==> src/verilog/esm_pkg.sv <==
package esm_pkg;

   // register indices; byte address is four times the index
   localparam logic [9:0]  ESM_IDX_EXT_CTRL = 10'h071;
   localparam logic [9:0]  ESM_IDX_SMM_CTRL = 10'h072;
   localparam logic [9:0]  ESM_IDX_TOM      = 10'h073;
   localparam logic [9:0]  ESM_IDX_IRQ_STAT = 10'h074;
   localparam logic [9:0]  ESM_IDX_IRQ_MASK = 10'h075;
   localparam int          ESM_AXI_AW       = 12;

   // extended control field positions
   localparam int          ESM_B_HIGH_EN    = 7;
   localparam int          ESM_B_ERR        = 6;
   localparam int          ESM_B_CACHE      = 5;
   localparam int          ESM_B_L1         = 4;
   localparam int          ESM_B_L2         = 3;
   localparam int          ESM_B_SZ_HI      = 2;
   localparam int          ESM_B_SZ_LO      = 1;
   localparam int          ESM_B_TOP_SEGMENT_ENABLE_BIT    = 0;
   localparam logic [7:0]  ESM_EXT_RESET    = 8'h00;

   // companion control field positions
   localparam int          ESM_B_OPEN       = 6;
   localparam int          ESM_B_LOCK       = 4;
   localparam int          ESM_B_GLOBAL     = 3;
   localparam logic [7:0]  ESM_SMM_RESET    = 8'h00;

   // top of memory in 128 KB units
   localparam int          ESM_TOM_W        = 11;
   localparam int          ESM_TOM_SHIFT    = 17;
   localparam logic [10:0] ESM_TOM_RESET    = 11'h000;

   // address map
   localparam logic [31:0] ESM_COMPAT_BASE  = 32'h000A_0000;
   localparam logic [31:0] ESM_COMPAT_LIMIT = 32'h000C_0000;
   localparam logic [31:0] ESM_HIGH_BASE    = 32'h100A_0000;
   localparam logic [31:0] ESM_HIGH_LIMIT   = 32'h100F_0000;
   localparam logic [31:0] ESM_TOP_MEMORY_SEGMENT_OFFSET  = 32'h1000_0000;
   localparam logic [31:0] ESM_TOP_MEMORY_SEGMENT_MIN     = 32'h0002_0000;
   localparam logic [31:0] ESM_ZERO_ADDR    = 32'h0000_0000;

   // bus responses
   localparam logic [1:0]  ESM_RESP_OKAY    = 2'b00;
   localparam logic [1:0]  ESM_RESP_SLVERR  = 2'b10;

   // host access as seen on the processor bus
   typedef struct packed {
      logic        ads;
      logic        smm_active_n;
      logic [31:0] addr;
   } esm_host_type;

   // routing decision, one per address strobe
   typedef struct packed {
      logic valid;
      logic to_dram;
      logic to_pci;
      logic smm_region;
      logic compat;
      logic uncacheable;
      logic l1_wb;
      logic l2_wb;
   } esm_decode_type;

endpackage

==> src/verilog/esm_range_hit.sv <==
`timescale 1ns/1ps
`default_nettype none
// half-open address window compare
module esm_range_hit
(
   // window and address
   input  wire logic [31:0] base,
   input  wire logic [31:0] limit,
   input  wire logic [31:0] addr,
   // result
   output logic             hit
);
   // base inclusive, limit exclusive
   assign hit = (addr >= base) && (addr < limit);
endmodule
`default_nettype wire

==> src/verilog/esm_decode.sv <==
// Function
// - bit 7 maps high region 100A0000h-100F0000h
// - non-SMM extended access sets error bit 6; code does not set it while open_en is set
// - error flag sticky, write one clears
// - cache strategy bit reads zero always
// - bit 4 allows first-level write-back caching
// - second-level caching needs bits 3 and 4
// - size field 128K, 256K, 512K, 1M
// - segment at 256MB plus top minus size
// - enabled segment forwards ordinary range to PCI
// - segment needs global and segment enable
// - compatible region below 1MB, uncacheable
// - extended regions cacheable write-back only
// - extended functions need global enable
// - open without lock shows SMM memory
//
// The AXI4-Lite slave port was decided locally.
`timescale 1ns/1ps
`default_nettype none
module esm_decode
(
   // clock and reset
   input  wire logic                     clk,
   input  wire logic                     rst,
   // axi4-lite write address and data
   input  wire logic [11:0]              s_axi_awaddr,
   input  wire logic                     s_axi_awvalid,
   output logic                          s_axi_awready,
   input  wire logic [31:0]              s_axi_wdata,
   input  wire logic [3:0]               s_axi_wstrb,
   input  wire logic                     s_axi_wvalid,
   output logic                          s_axi_wready,
   // axi4-lite write response
   output logic [1:0]                    s_axi_bresp,
   output logic                          s_axi_bvalid,
   input  wire logic                     s_axi_bready,
   // axi4-lite read
   input  wire logic [11:0]              s_axi_araddr,
   input  wire logic                     s_axi_arvalid,
   output logic                          s_axi_arready,
   output logic [31:0]                   s_axi_rdata,
   output logic [1:0]                    s_axi_rresp,
   output logic                          s_axi_rvalid,
   input  wire logic                     s_axi_rready,
   // host processor bus
   input  wire esm_pkg::esm_host_type    host,
   // routing to dram controller and pci path
   output esm_pkg::esm_decode_type       dec,
   // interrupt
   output logic                          irq
);
   import esm_pkg::*;

   // register state
   logic                high_en;
   logic                err_flag;
   logic                l1_en;
   logic                l2_en;
   logic [1:0]          top_segment_size_field;
   logic                top_segment_enable_bit;
   logic                global_en;
   logic                open_en;
   logic                lock;
   logic [ESM_TOM_W-1:0] top_of_memory;
   logic                irq_stat;
   logic                irq_mask;

   // bus channel state
   logic                aw_held;
   logic                w_held;
   logic [9:0]          aw_idx;
   logic [31:0]         w_data;
   logic [3:0]          w_strb;
   logic                wr_go;
   logic                wr_ok;
   logic                rd_ok;
   logic [9:0]          ar_idx;
   logic [31:0]         next_rdata;

   // decode terms
   logic                smm_mode;
   logic                smm_visible;
   logic                ext_on;
   logic                top_memory_segment_on;
   logic [31:0]         tom_bytes;
   logic [31:0]         top_memory_segment_size;
   logic [31:0]         ord_base;
   logic [31:0]         seg_base;
   logic [31:0]         seg_limit;
   logic                hit_compat;
   logic                hit_high;
   logic                hit_seg;
   logic                hit_ord;
   logic                hit_dram;
   logic                err_event;
   logic                err_clear;
   esm_decode_type      next_dec;

   // address windows
   esm_range_hit u_compat
   (
      .base  (ESM_COMPAT_BASE),
      .limit (ESM_COMPAT_LIMIT),
      .addr  (host.addr),
      .hit   (hit_compat)
   );
   esm_range_hit u_high
   (
      .base  (ESM_HIGH_BASE),
      .limit (ESM_HIGH_LIMIT),
      .addr  (host.addr),
      .hit   (hit_high)
   );
   esm_range_hit u_seg
   (
      .base  (seg_base),
      .limit (seg_limit),
      .addr  (host.addr),
      .hit   (hit_seg)
   );
   esm_range_hit u_ord
   (
      .base  (ord_base),
      .limit (tom_bytes),
      .addr  (host.addr),
      .hit   (hit_ord)
   );
   esm_range_hit u_dram
   (
      .base  (ESM_ZERO_ADDR),
      .limit (tom_bytes),
      .addr  (host.addr),
      .hit   (hit_dram)
   );

   // segment geometry
   assign tom_bytes = {{(32-ESM_TOM_W-ESM_TOM_SHIFT){1'b0}}, top_of_memory, {ESM_TOM_SHIFT{1'b0}}};
   assign top_memory_segment_size = ESM_TOP_MEMORY_SEGMENT_MIN << top_segment_size_field;
   assign ord_base  = tom_bytes - top_memory_segment_size;
   assign seg_base  = ESM_TOP_MEMORY_SEGMENT_OFFSET + tom_bytes - top_memory_segment_size;
   assign seg_limit = ESM_TOP_MEMORY_SEGMENT_OFFSET + tom_bytes;

   // mode and enables
   assign smm_mode    = host.ads && !host.smm_active_n;
   assign smm_visible = smm_mode || (open_en && !lock);
   assign ext_on      = global_en;
   assign top_memory_segment_on     = global_en && top_segment_enable_bit;
   assign err_event   = host.ads && !smm_mode && !open_en
                        && ((ext_on && high_en && hit_high)
                        || (top_memory_segment_on && hit_seg));

   // routing decision
   always_comb
   begin
      next_dec             = '0;
      next_dec.valid       = host.ads;
      next_dec.to_pci      = host.ads;
      if (host.ads && global_en && hit_compat)
      begin
         next_dec.compat      = 1'b1;
         next_dec.smm_region  = 1'b1;
         next_dec.uncacheable = 1'b1;
         next_dec.to_dram     = smm_visible;
         next_dec.to_pci      = !smm_visible;
      end
      else if (host.ads && ext_on && high_en && hit_high)
      begin
         next_dec.smm_region = 1'b1;
         next_dec.to_dram    = smm_visible;
         next_dec.to_pci     = !smm_visible;
         next_dec.l1_wb      = smm_visible && l1_en;
         next_dec.l2_wb      = smm_visible && l1_en && l2_en;
      end
      else if (host.ads && top_memory_segment_on && hit_seg)
      begin
         next_dec.smm_region = 1'b1;
         next_dec.to_dram    = smm_visible;
         next_dec.to_pci     = !smm_visible;
         next_dec.l1_wb      = smm_visible && l1_en;
         next_dec.l2_wb      = smm_visible && l1_en && l2_en;
      end
      else if (host.ads && top_memory_segment_on && hit_ord)
      begin
         next_dec.to_pci  = 1'b1;
      end
      else if (host.ads && hit_dram)
      begin
         next_dec.to_dram = 1'b1;
         next_dec.to_pci  = 1'b0;
      end
   end

   // registered decode output
   always_ff @(posedge clk)
   begin
      if (rst)
         dec <= '0;
      else
         dec <= next_dec;
   end

   // write channel capture, either order
   assign wr_go = aw_held && w_held && !s_axi_bvalid;
   always_ff @(posedge clk)
   begin
      if (rst)
      begin
         aw_held <= 1'b0;
         w_held  <= 1'b0;
         aw_idx  <= '0;
         w_data  <= '0;
         w_strb  <= '0;
      end
      else
      begin
         if (s_axi_awvalid && s_axi_awready)
         begin
            aw_held <= 1'b1;
            aw_idx  <= s_axi_awaddr[11:2];
         end
         else if (wr_go)
            aw_held <= 1'b0;
         if (s_axi_wvalid && s_axi_wready)
         begin
            w_held <= 1'b1;
            w_data <= s_axi_wdata;
            w_strb <= s_axi_wstrb;
         end
         else if (wr_go)
            w_held <= 1'b0;
      end
   end

   // ready while slot is free
   always_ff @(posedge clk)
   begin
      if (rst)
      begin
         s_axi_awready <= 1'b0;
         s_axi_wready  <= 1'b0;
      end
      else
      begin
         s_axi_awready <= !aw_held && !(s_axi_awvalid && s_axi_awready);
         s_axi_wready  <= !w_held && !(s_axi_wvalid && s_axi_wready);
      end
   end

   // write response
   assign wr_ok = (aw_idx == ESM_IDX_EXT_CTRL) || (aw_idx == ESM_IDX_SMM_CTRL)
                  || (aw_idx == ESM_IDX_TOM) || (aw_idx == ESM_IDX_IRQ_STAT)
                  || (aw_idx == ESM_IDX_IRQ_MASK);
   always_ff @(posedge clk)
   begin
      if (rst)
      begin
         s_axi_bvalid <= 1'b0;
         s_axi_bresp  <= ESM_RESP_OKAY;
      end
      else if (wr_go)
      begin
         s_axi_bvalid <= 1'b1;
         s_axi_bresp  <= wr_ok ? ESM_RESP_OKAY : ESM_RESP_SLVERR;
      end
      else if (s_axi_bready)
         s_axi_bvalid <= 1'b0;
   end

   // extended control register
   assign err_clear = wr_go && (aw_idx == ESM_IDX_EXT_CTRL) && w_strb[0]
                      && w_data[ESM_B_ERR];
   always_ff @(posedge clk)
   begin
      if (rst)
      begin
         high_en <= ESM_EXT_RESET[ESM_B_HIGH_EN];
         l1_en   <= ESM_EXT_RESET[ESM_B_L1];
         l2_en   <= ESM_EXT_RESET[ESM_B_L2];
         top_segment_size_field <= ESM_EXT_RESET[ESM_B_SZ_HI:ESM_B_SZ_LO];
         top_segment_enable_bit <= ESM_EXT_RESET[ESM_B_TOP_SEGMENT_ENABLE_BIT];
      end
      else if (wr_go && (aw_idx == ESM_IDX_EXT_CTRL) && w_strb[0])
      begin
         high_en <= w_data[ESM_B_HIGH_EN];
         l1_en   <= w_data[ESM_B_L1];
         l2_en   <= w_data[ESM_B_L2];
         top_segment_size_field <= w_data[ESM_B_SZ_HI:ESM_B_SZ_LO];
         top_segment_enable_bit <= w_data[ESM_B_TOP_SEGMENT_ENABLE_BIT];
      end
   end

   // sticky error flag, set beats clear
   always_ff @(posedge clk)
   begin
      if (rst)
         err_flag <= ESM_EXT_RESET[ESM_B_ERR];
      else
         err_flag <= err_event || (err_flag && !err_clear);
   end

   // companion control: global, open, lock
   always_ff @(posedge clk)
   begin
      if (rst)
      begin
         global_en <= ESM_SMM_RESET[ESM_B_GLOBAL];
         open_en   <= ESM_SMM_RESET[ESM_B_OPEN];
         lock      <= ESM_SMM_RESET[ESM_B_LOCK];
      end
      else if (wr_go && (aw_idx == ESM_IDX_SMM_CTRL) && w_strb[0])
      begin
         global_en <= w_data[ESM_B_GLOBAL];
         lock      <= lock || w_data[ESM_B_LOCK];
         open_en   <= !(lock || w_data[ESM_B_LOCK]) && w_data[ESM_B_OPEN];
      end
   end

   // top of memory and interrupt mask registers
   always_ff @(posedge clk)
   begin
      if (rst)
      begin
         top_of_memory      <= ESM_TOM_RESET;
         irq_mask <= 1'b0;
      end
      else if (wr_go && (aw_idx == ESM_IDX_TOM))
      begin
         if (w_strb[0])
            top_of_memory[7:0] <= w_data[7:0];
         if (w_strb[1])
            top_of_memory[ESM_TOM_W-1:8] <= w_data[ESM_TOM_W-1:8];
      end
      else if (wr_go && (aw_idx == ESM_IDX_IRQ_MASK) && w_strb[0])
         irq_mask <= w_data[0];
   end

   // interrupt status, write one clears, event wins
   always_ff @(posedge clk)
   begin
      if (rst)
         irq_stat <= 1'b0;
      else
         irq_stat <= err_event || (irq_stat && !(wr_go
                     && (aw_idx == ESM_IDX_IRQ_STAT) && w_strb[0] && w_data[0]));
   end

   // level interrupt
   always_ff @(posedge clk)
   begin
      if (rst)
         irq <= 1'b0;
      else
         irq <= irq_stat && irq_mask;
   end

   // read data select
   always_comb
   begin
      next_rdata = '0;
      rd_ok      = 1'b1;
      case (s_axi_araddr[11:2])
         ESM_IDX_EXT_CTRL: next_rdata[7:0] = {high_en, err_flag, 1'b0, l1_en,
                                              l2_en, top_segment_size_field, top_segment_enable_bit};
         ESM_IDX_SMM_CTRL: next_rdata[7:0] = {1'b0, open_en, 1'b0, lock,
                                              global_en, 3'b000};
         ESM_IDX_TOM:      next_rdata[ESM_TOM_W-1:0] = top_of_memory;
         ESM_IDX_IRQ_STAT: next_rdata[0] = irq_stat;
         ESM_IDX_IRQ_MASK: next_rdata[0] = irq_mask;
         default:          rd_ok = 1'b0;
      endcase
   end

   // read channel, one outstanding
   always_ff @(posedge clk)
   begin
      if (rst)
      begin
         s_axi_arready <= 1'b0;
         s_axi_rvalid  <= 1'b0;
         s_axi_rdata   <= '0;
         s_axi_rresp   <= ESM_RESP_OKAY;
         ar_idx        <= '0;
      end
      else if (s_axi_arvalid && s_axi_arready)
      begin
         s_axi_arready <= 1'b0;
         s_axi_rvalid  <= 1'b1;
         s_axi_rdata   <= next_rdata;
         s_axi_rresp   <= rd_ok ? ESM_RESP_OKAY : ESM_RESP_SLVERR;
         ar_idx        <= s_axi_araddr[11:2];
      end
      else if (s_axi_rvalid)
      begin
         if (s_axi_rready)
            s_axi_rvalid <= 1'b0;
      end
      else
         s_axi_arready <= 1'b1;
   end
endmodule
`default_nettype wire

==> config.mk <==
export PLATFORM = sky130hd
export DESIGN_NAME = esm_decode
export DESIGN_NICKNAME = d
export VERILOG_FILES = /design/src/verilog/esm_pkg.sv /design/src/verilog/esm_range_hit.sv /design/src/verilog/esm_decode.sv
export SDC_FILE = /design/constraint.sdc
export NUM_CORES = 1
export LEC_CHECK = 0
export ABC_CLOCK_PERIOD_IN_PS = 10600
export BUFFER_PORTS_ARGS = -buffer_cell sky130_fd_sc_hd__buf_4
export CAP_MARGIN = 20
export CORE_MARGIN = 5
export CORE_UTILIZATION = 40
export DETAILED_ROUTE_END_ITERATION = 8
export PLACE_DENSITY = 0.67
export RECOVER_POWER = 50
export SETUP_SLACK_MARGIN = 0.3
export SYNTH_ARGS = -nofsm -noshare
export SYNTH_HDL_FRONTEND = slang
export SYNTH_SLANG_ARGS = --single-unit
==> constraint.sdc <==
create_clock -name clk -period 10.6 [get_ports clk]
set_clock_uncertainty 0.1 [all_clocks]
set_input_delay 0.53 -clock clk [delete_from_list [all_inputs] [get_ports clk]]
set_output_delay 0.53 -clock clk [all_outputs]
set_load 0.1 [all_outputs]
==> flow_summary.ini <==
[status]
status = finished, violations left
violations = max-capacitance violations, max-slew violations

[power_and_ir_drop]
leakagePower_uw = 0.00203
power_density_nw_per_um2 = 129
ir_worst_vdd_mv = 0.0787

[routing]
antenna_left = 0
drt_iter0_drc = 125
dr.pass1.iters = 4
vias_per_cell = 4.92
routed_wl_um = 9310
drc = 0
vias = 3398
routedWlPerCell_um = 13.5

[cts]
clk_latency_ns = 0.34
numCtsBuffers = 9
cts_root_buf = clkbuf_8
htreeDepth = 3
cts_hold_buf = 0
cts-resized-gates = 0
clock_path_buffers = 2
tritoncts = yes
cts_setup_buffers = 0
numClockSinks = 74
clk_pin_slew_worst_paths_ns = 0.08

[yosys]
ys_ff_latch = 74
syn_area_um2 = 4040
synth_edf_count = 0
async_reset_ff_share_pct = 0
synthFlopType = dfxtp_1
syn_area_per_cell_um2 = 8.42
synth_seq_area_share_pct = 36.7
synth.area.top_cells = dfxtp_1 37%, ha_1 9.6%, nand2_1 6.2%
yosysMostFrequentCell = dfxtp_1
yosysTopAreaCellShare_pct = 36.7
synth_area_leader_cell = dfxtp_1
yosysWarnings = 0
synthTopCellsByCount = 74 x dfxtp_1, 67 x nand2_1, 48 x a21oi_1
syn_inst = 480
synth_cell_types = 54

[sta]
max_freq_mhz = 228
period_needed_ns = 4.38
finalHoldWorstSlack_ns = 0.332
relSlewSlack_pct = -103
drv_slew = 74
setup_tns_ns = 0
final.period_utilization_pct = 41.3
finalHoldViolations = 0
worstMarginPinSlew_ns = 3.04
grt_setup_unrepaired = no
setup_violations = 0

[worst_setup_path]
worstPathArrival_ns = 4.51
crit_required_ns = 10.74
path_class = flip-flop to flip-flop
path_common_cell = o21a_1
crit_path_start_kind = flip-flop
crit_path_cell_trace = or2_2 > inv_1 > ha_1 > o21a_1 > o21a_1 > o21a_1 > nor4_4 > nand2_1 > nor3_1 > xnor2_1 > ha_1 > nand4_1 > a211oi_1 > o31ai_1 > a221oi_2 > nor2_1 > mux2_2
crit_fanout = 6
cp_num_buf_inv = 1
end_kind = flip-flop
crit_slowest_cell = a221oi_2
cp_top_family = compound AO/OA/AOI/OAI gates
slowest_delay_ns = 0.42

[cells_and_area]
fillers = 996
antennaDiodeCount = 0
final_util_pct = 48.8
syn2layout_area_growth_pct = 18.6
stdcell_count = 691
layout.nets = 685
layout-drive-gt1-share_pct = 17.6

[die]
rows = 36
initial_utilization_pct = 41.1
dieArea_um2 = 12200
die_w_um = 111
core-area_um2 = 9820
ios = 151
die_h_um = 111

[place]
gp_congestion = 0.824
placement.io_buffers = 84
place_hpwl_um = 7400
place_inst = 675

[global_routing]
grt_overflow = 0
grt_max_degree = 74
antenna_found_initial = 0
grt_usage_pct = 15.4
grt_pass1_vias = 3381
grt_pass1_wl_um = 15800

[run]
cap_violations = 1

[min_path]
hold_path_class = input pin to flip-flop
[area by class of cell]
class	instances	area (um^2)	area share [%]
Multi-Input combinational cell	363	2300	47.9
Sequential cell	74	1480	30.9
Timing Repair Buffer	84	563	11.8
Tap cell	133	166	3.47
Clock buffer	11	141	2.95
Inverter	21	78.8	1.65
Clock inverter	5	62.6	1.31
[tightest hold or removal path: stages]
cell and delay, ns:
buf_4 0.11, nand2_1 0.05, a21oi_1 0.05
[worst paths after layout]
check                                 start        end  slack (ns)  cells after the start
hold reg to reg                    irq_mask        irq        0.35                      2
hold / removal              s_axi_awaddr[7]  aw_idx[5]        0.33                      3
setup reg to reg  top_segment_size_field[0]     dec[6]        6.22                     17
setup / recovery  top_segment_size_field[0]     dec[6]        6.22                     17
[stage by stage]
stage / worst slack, ns / power, uW / area [um^2]
CTS: 6.18 / 624 / 4860
floorplan: 6.80 / 381 / 4120
detailed placement: 6.20 / 404 / 4650
finish: 6.22 / 616 / 4790
global route: 5.86 / 646 / 4790
global placement: 6.24 / 403 / 4650
[metal layers]
| layer | wire [um] | share of wire, % | vias up | global-route usage (%) |
|---|---|---|---|---|
| li1 | - | - | 1773 | - |
| met1 | 4440 | 48 | 1528 | 19.7 |
| met2 | 4280 | 46 | 83 | 25.1 |
| met3 | 442 | 4.7 | 14 | 4.43 |
| met4 | 149 | 1.6 | 0 | 4.35 |
| met5 | 0 | 0 | - | 0 |
[logic make-up after synthesis]
kind of cell | count (synthesis) | synth area share, %
AOI/OAI and AO/OA | 92 | 13.8
xor gates and xnor gates | 5 | 1.08
adders and majority gates | 31 | 9.60
buffers and inverters | 65 | 8.55
DFF | 74 | 36.7
muxes | 29 | 7.40
other | 1 | 0.0928
and+or+nand+nor | 183 | 22.8
[cell usage in the layout, fill, tap and decap left out, drive strengths merged, types with 6 or more instances in the layout]
cell and instances:
mux2 7, a21oi 48, nor3 15, a22oi 8, clkbuf 29, conb 23, dfxtp 74, nand2 67
inv 22, buf 66, mux2i 22, o21ai 12, ha 31, nor2 44, nor2b 6, nand3 7
nand4 6
[sequential cells by signal, summed over array words and instances, names as in the netlist, 2 cells and up]
signal and count:
s_axi_rdata 11, w_strb 2, dec 7, top_of_memory 11
w_data 11, top_segment_size_field 2, aw_idx 10
[report_power, final]
part	total [uW]	internal (uW)	leakage, uW	switching [uW]
clock	219	116	0.0000962	103
sequential	291	285	0.000600	5.48
combinational	106	26.6	0.00133	79.8
No activity file was read; power rests on OpenSTA's default activity.
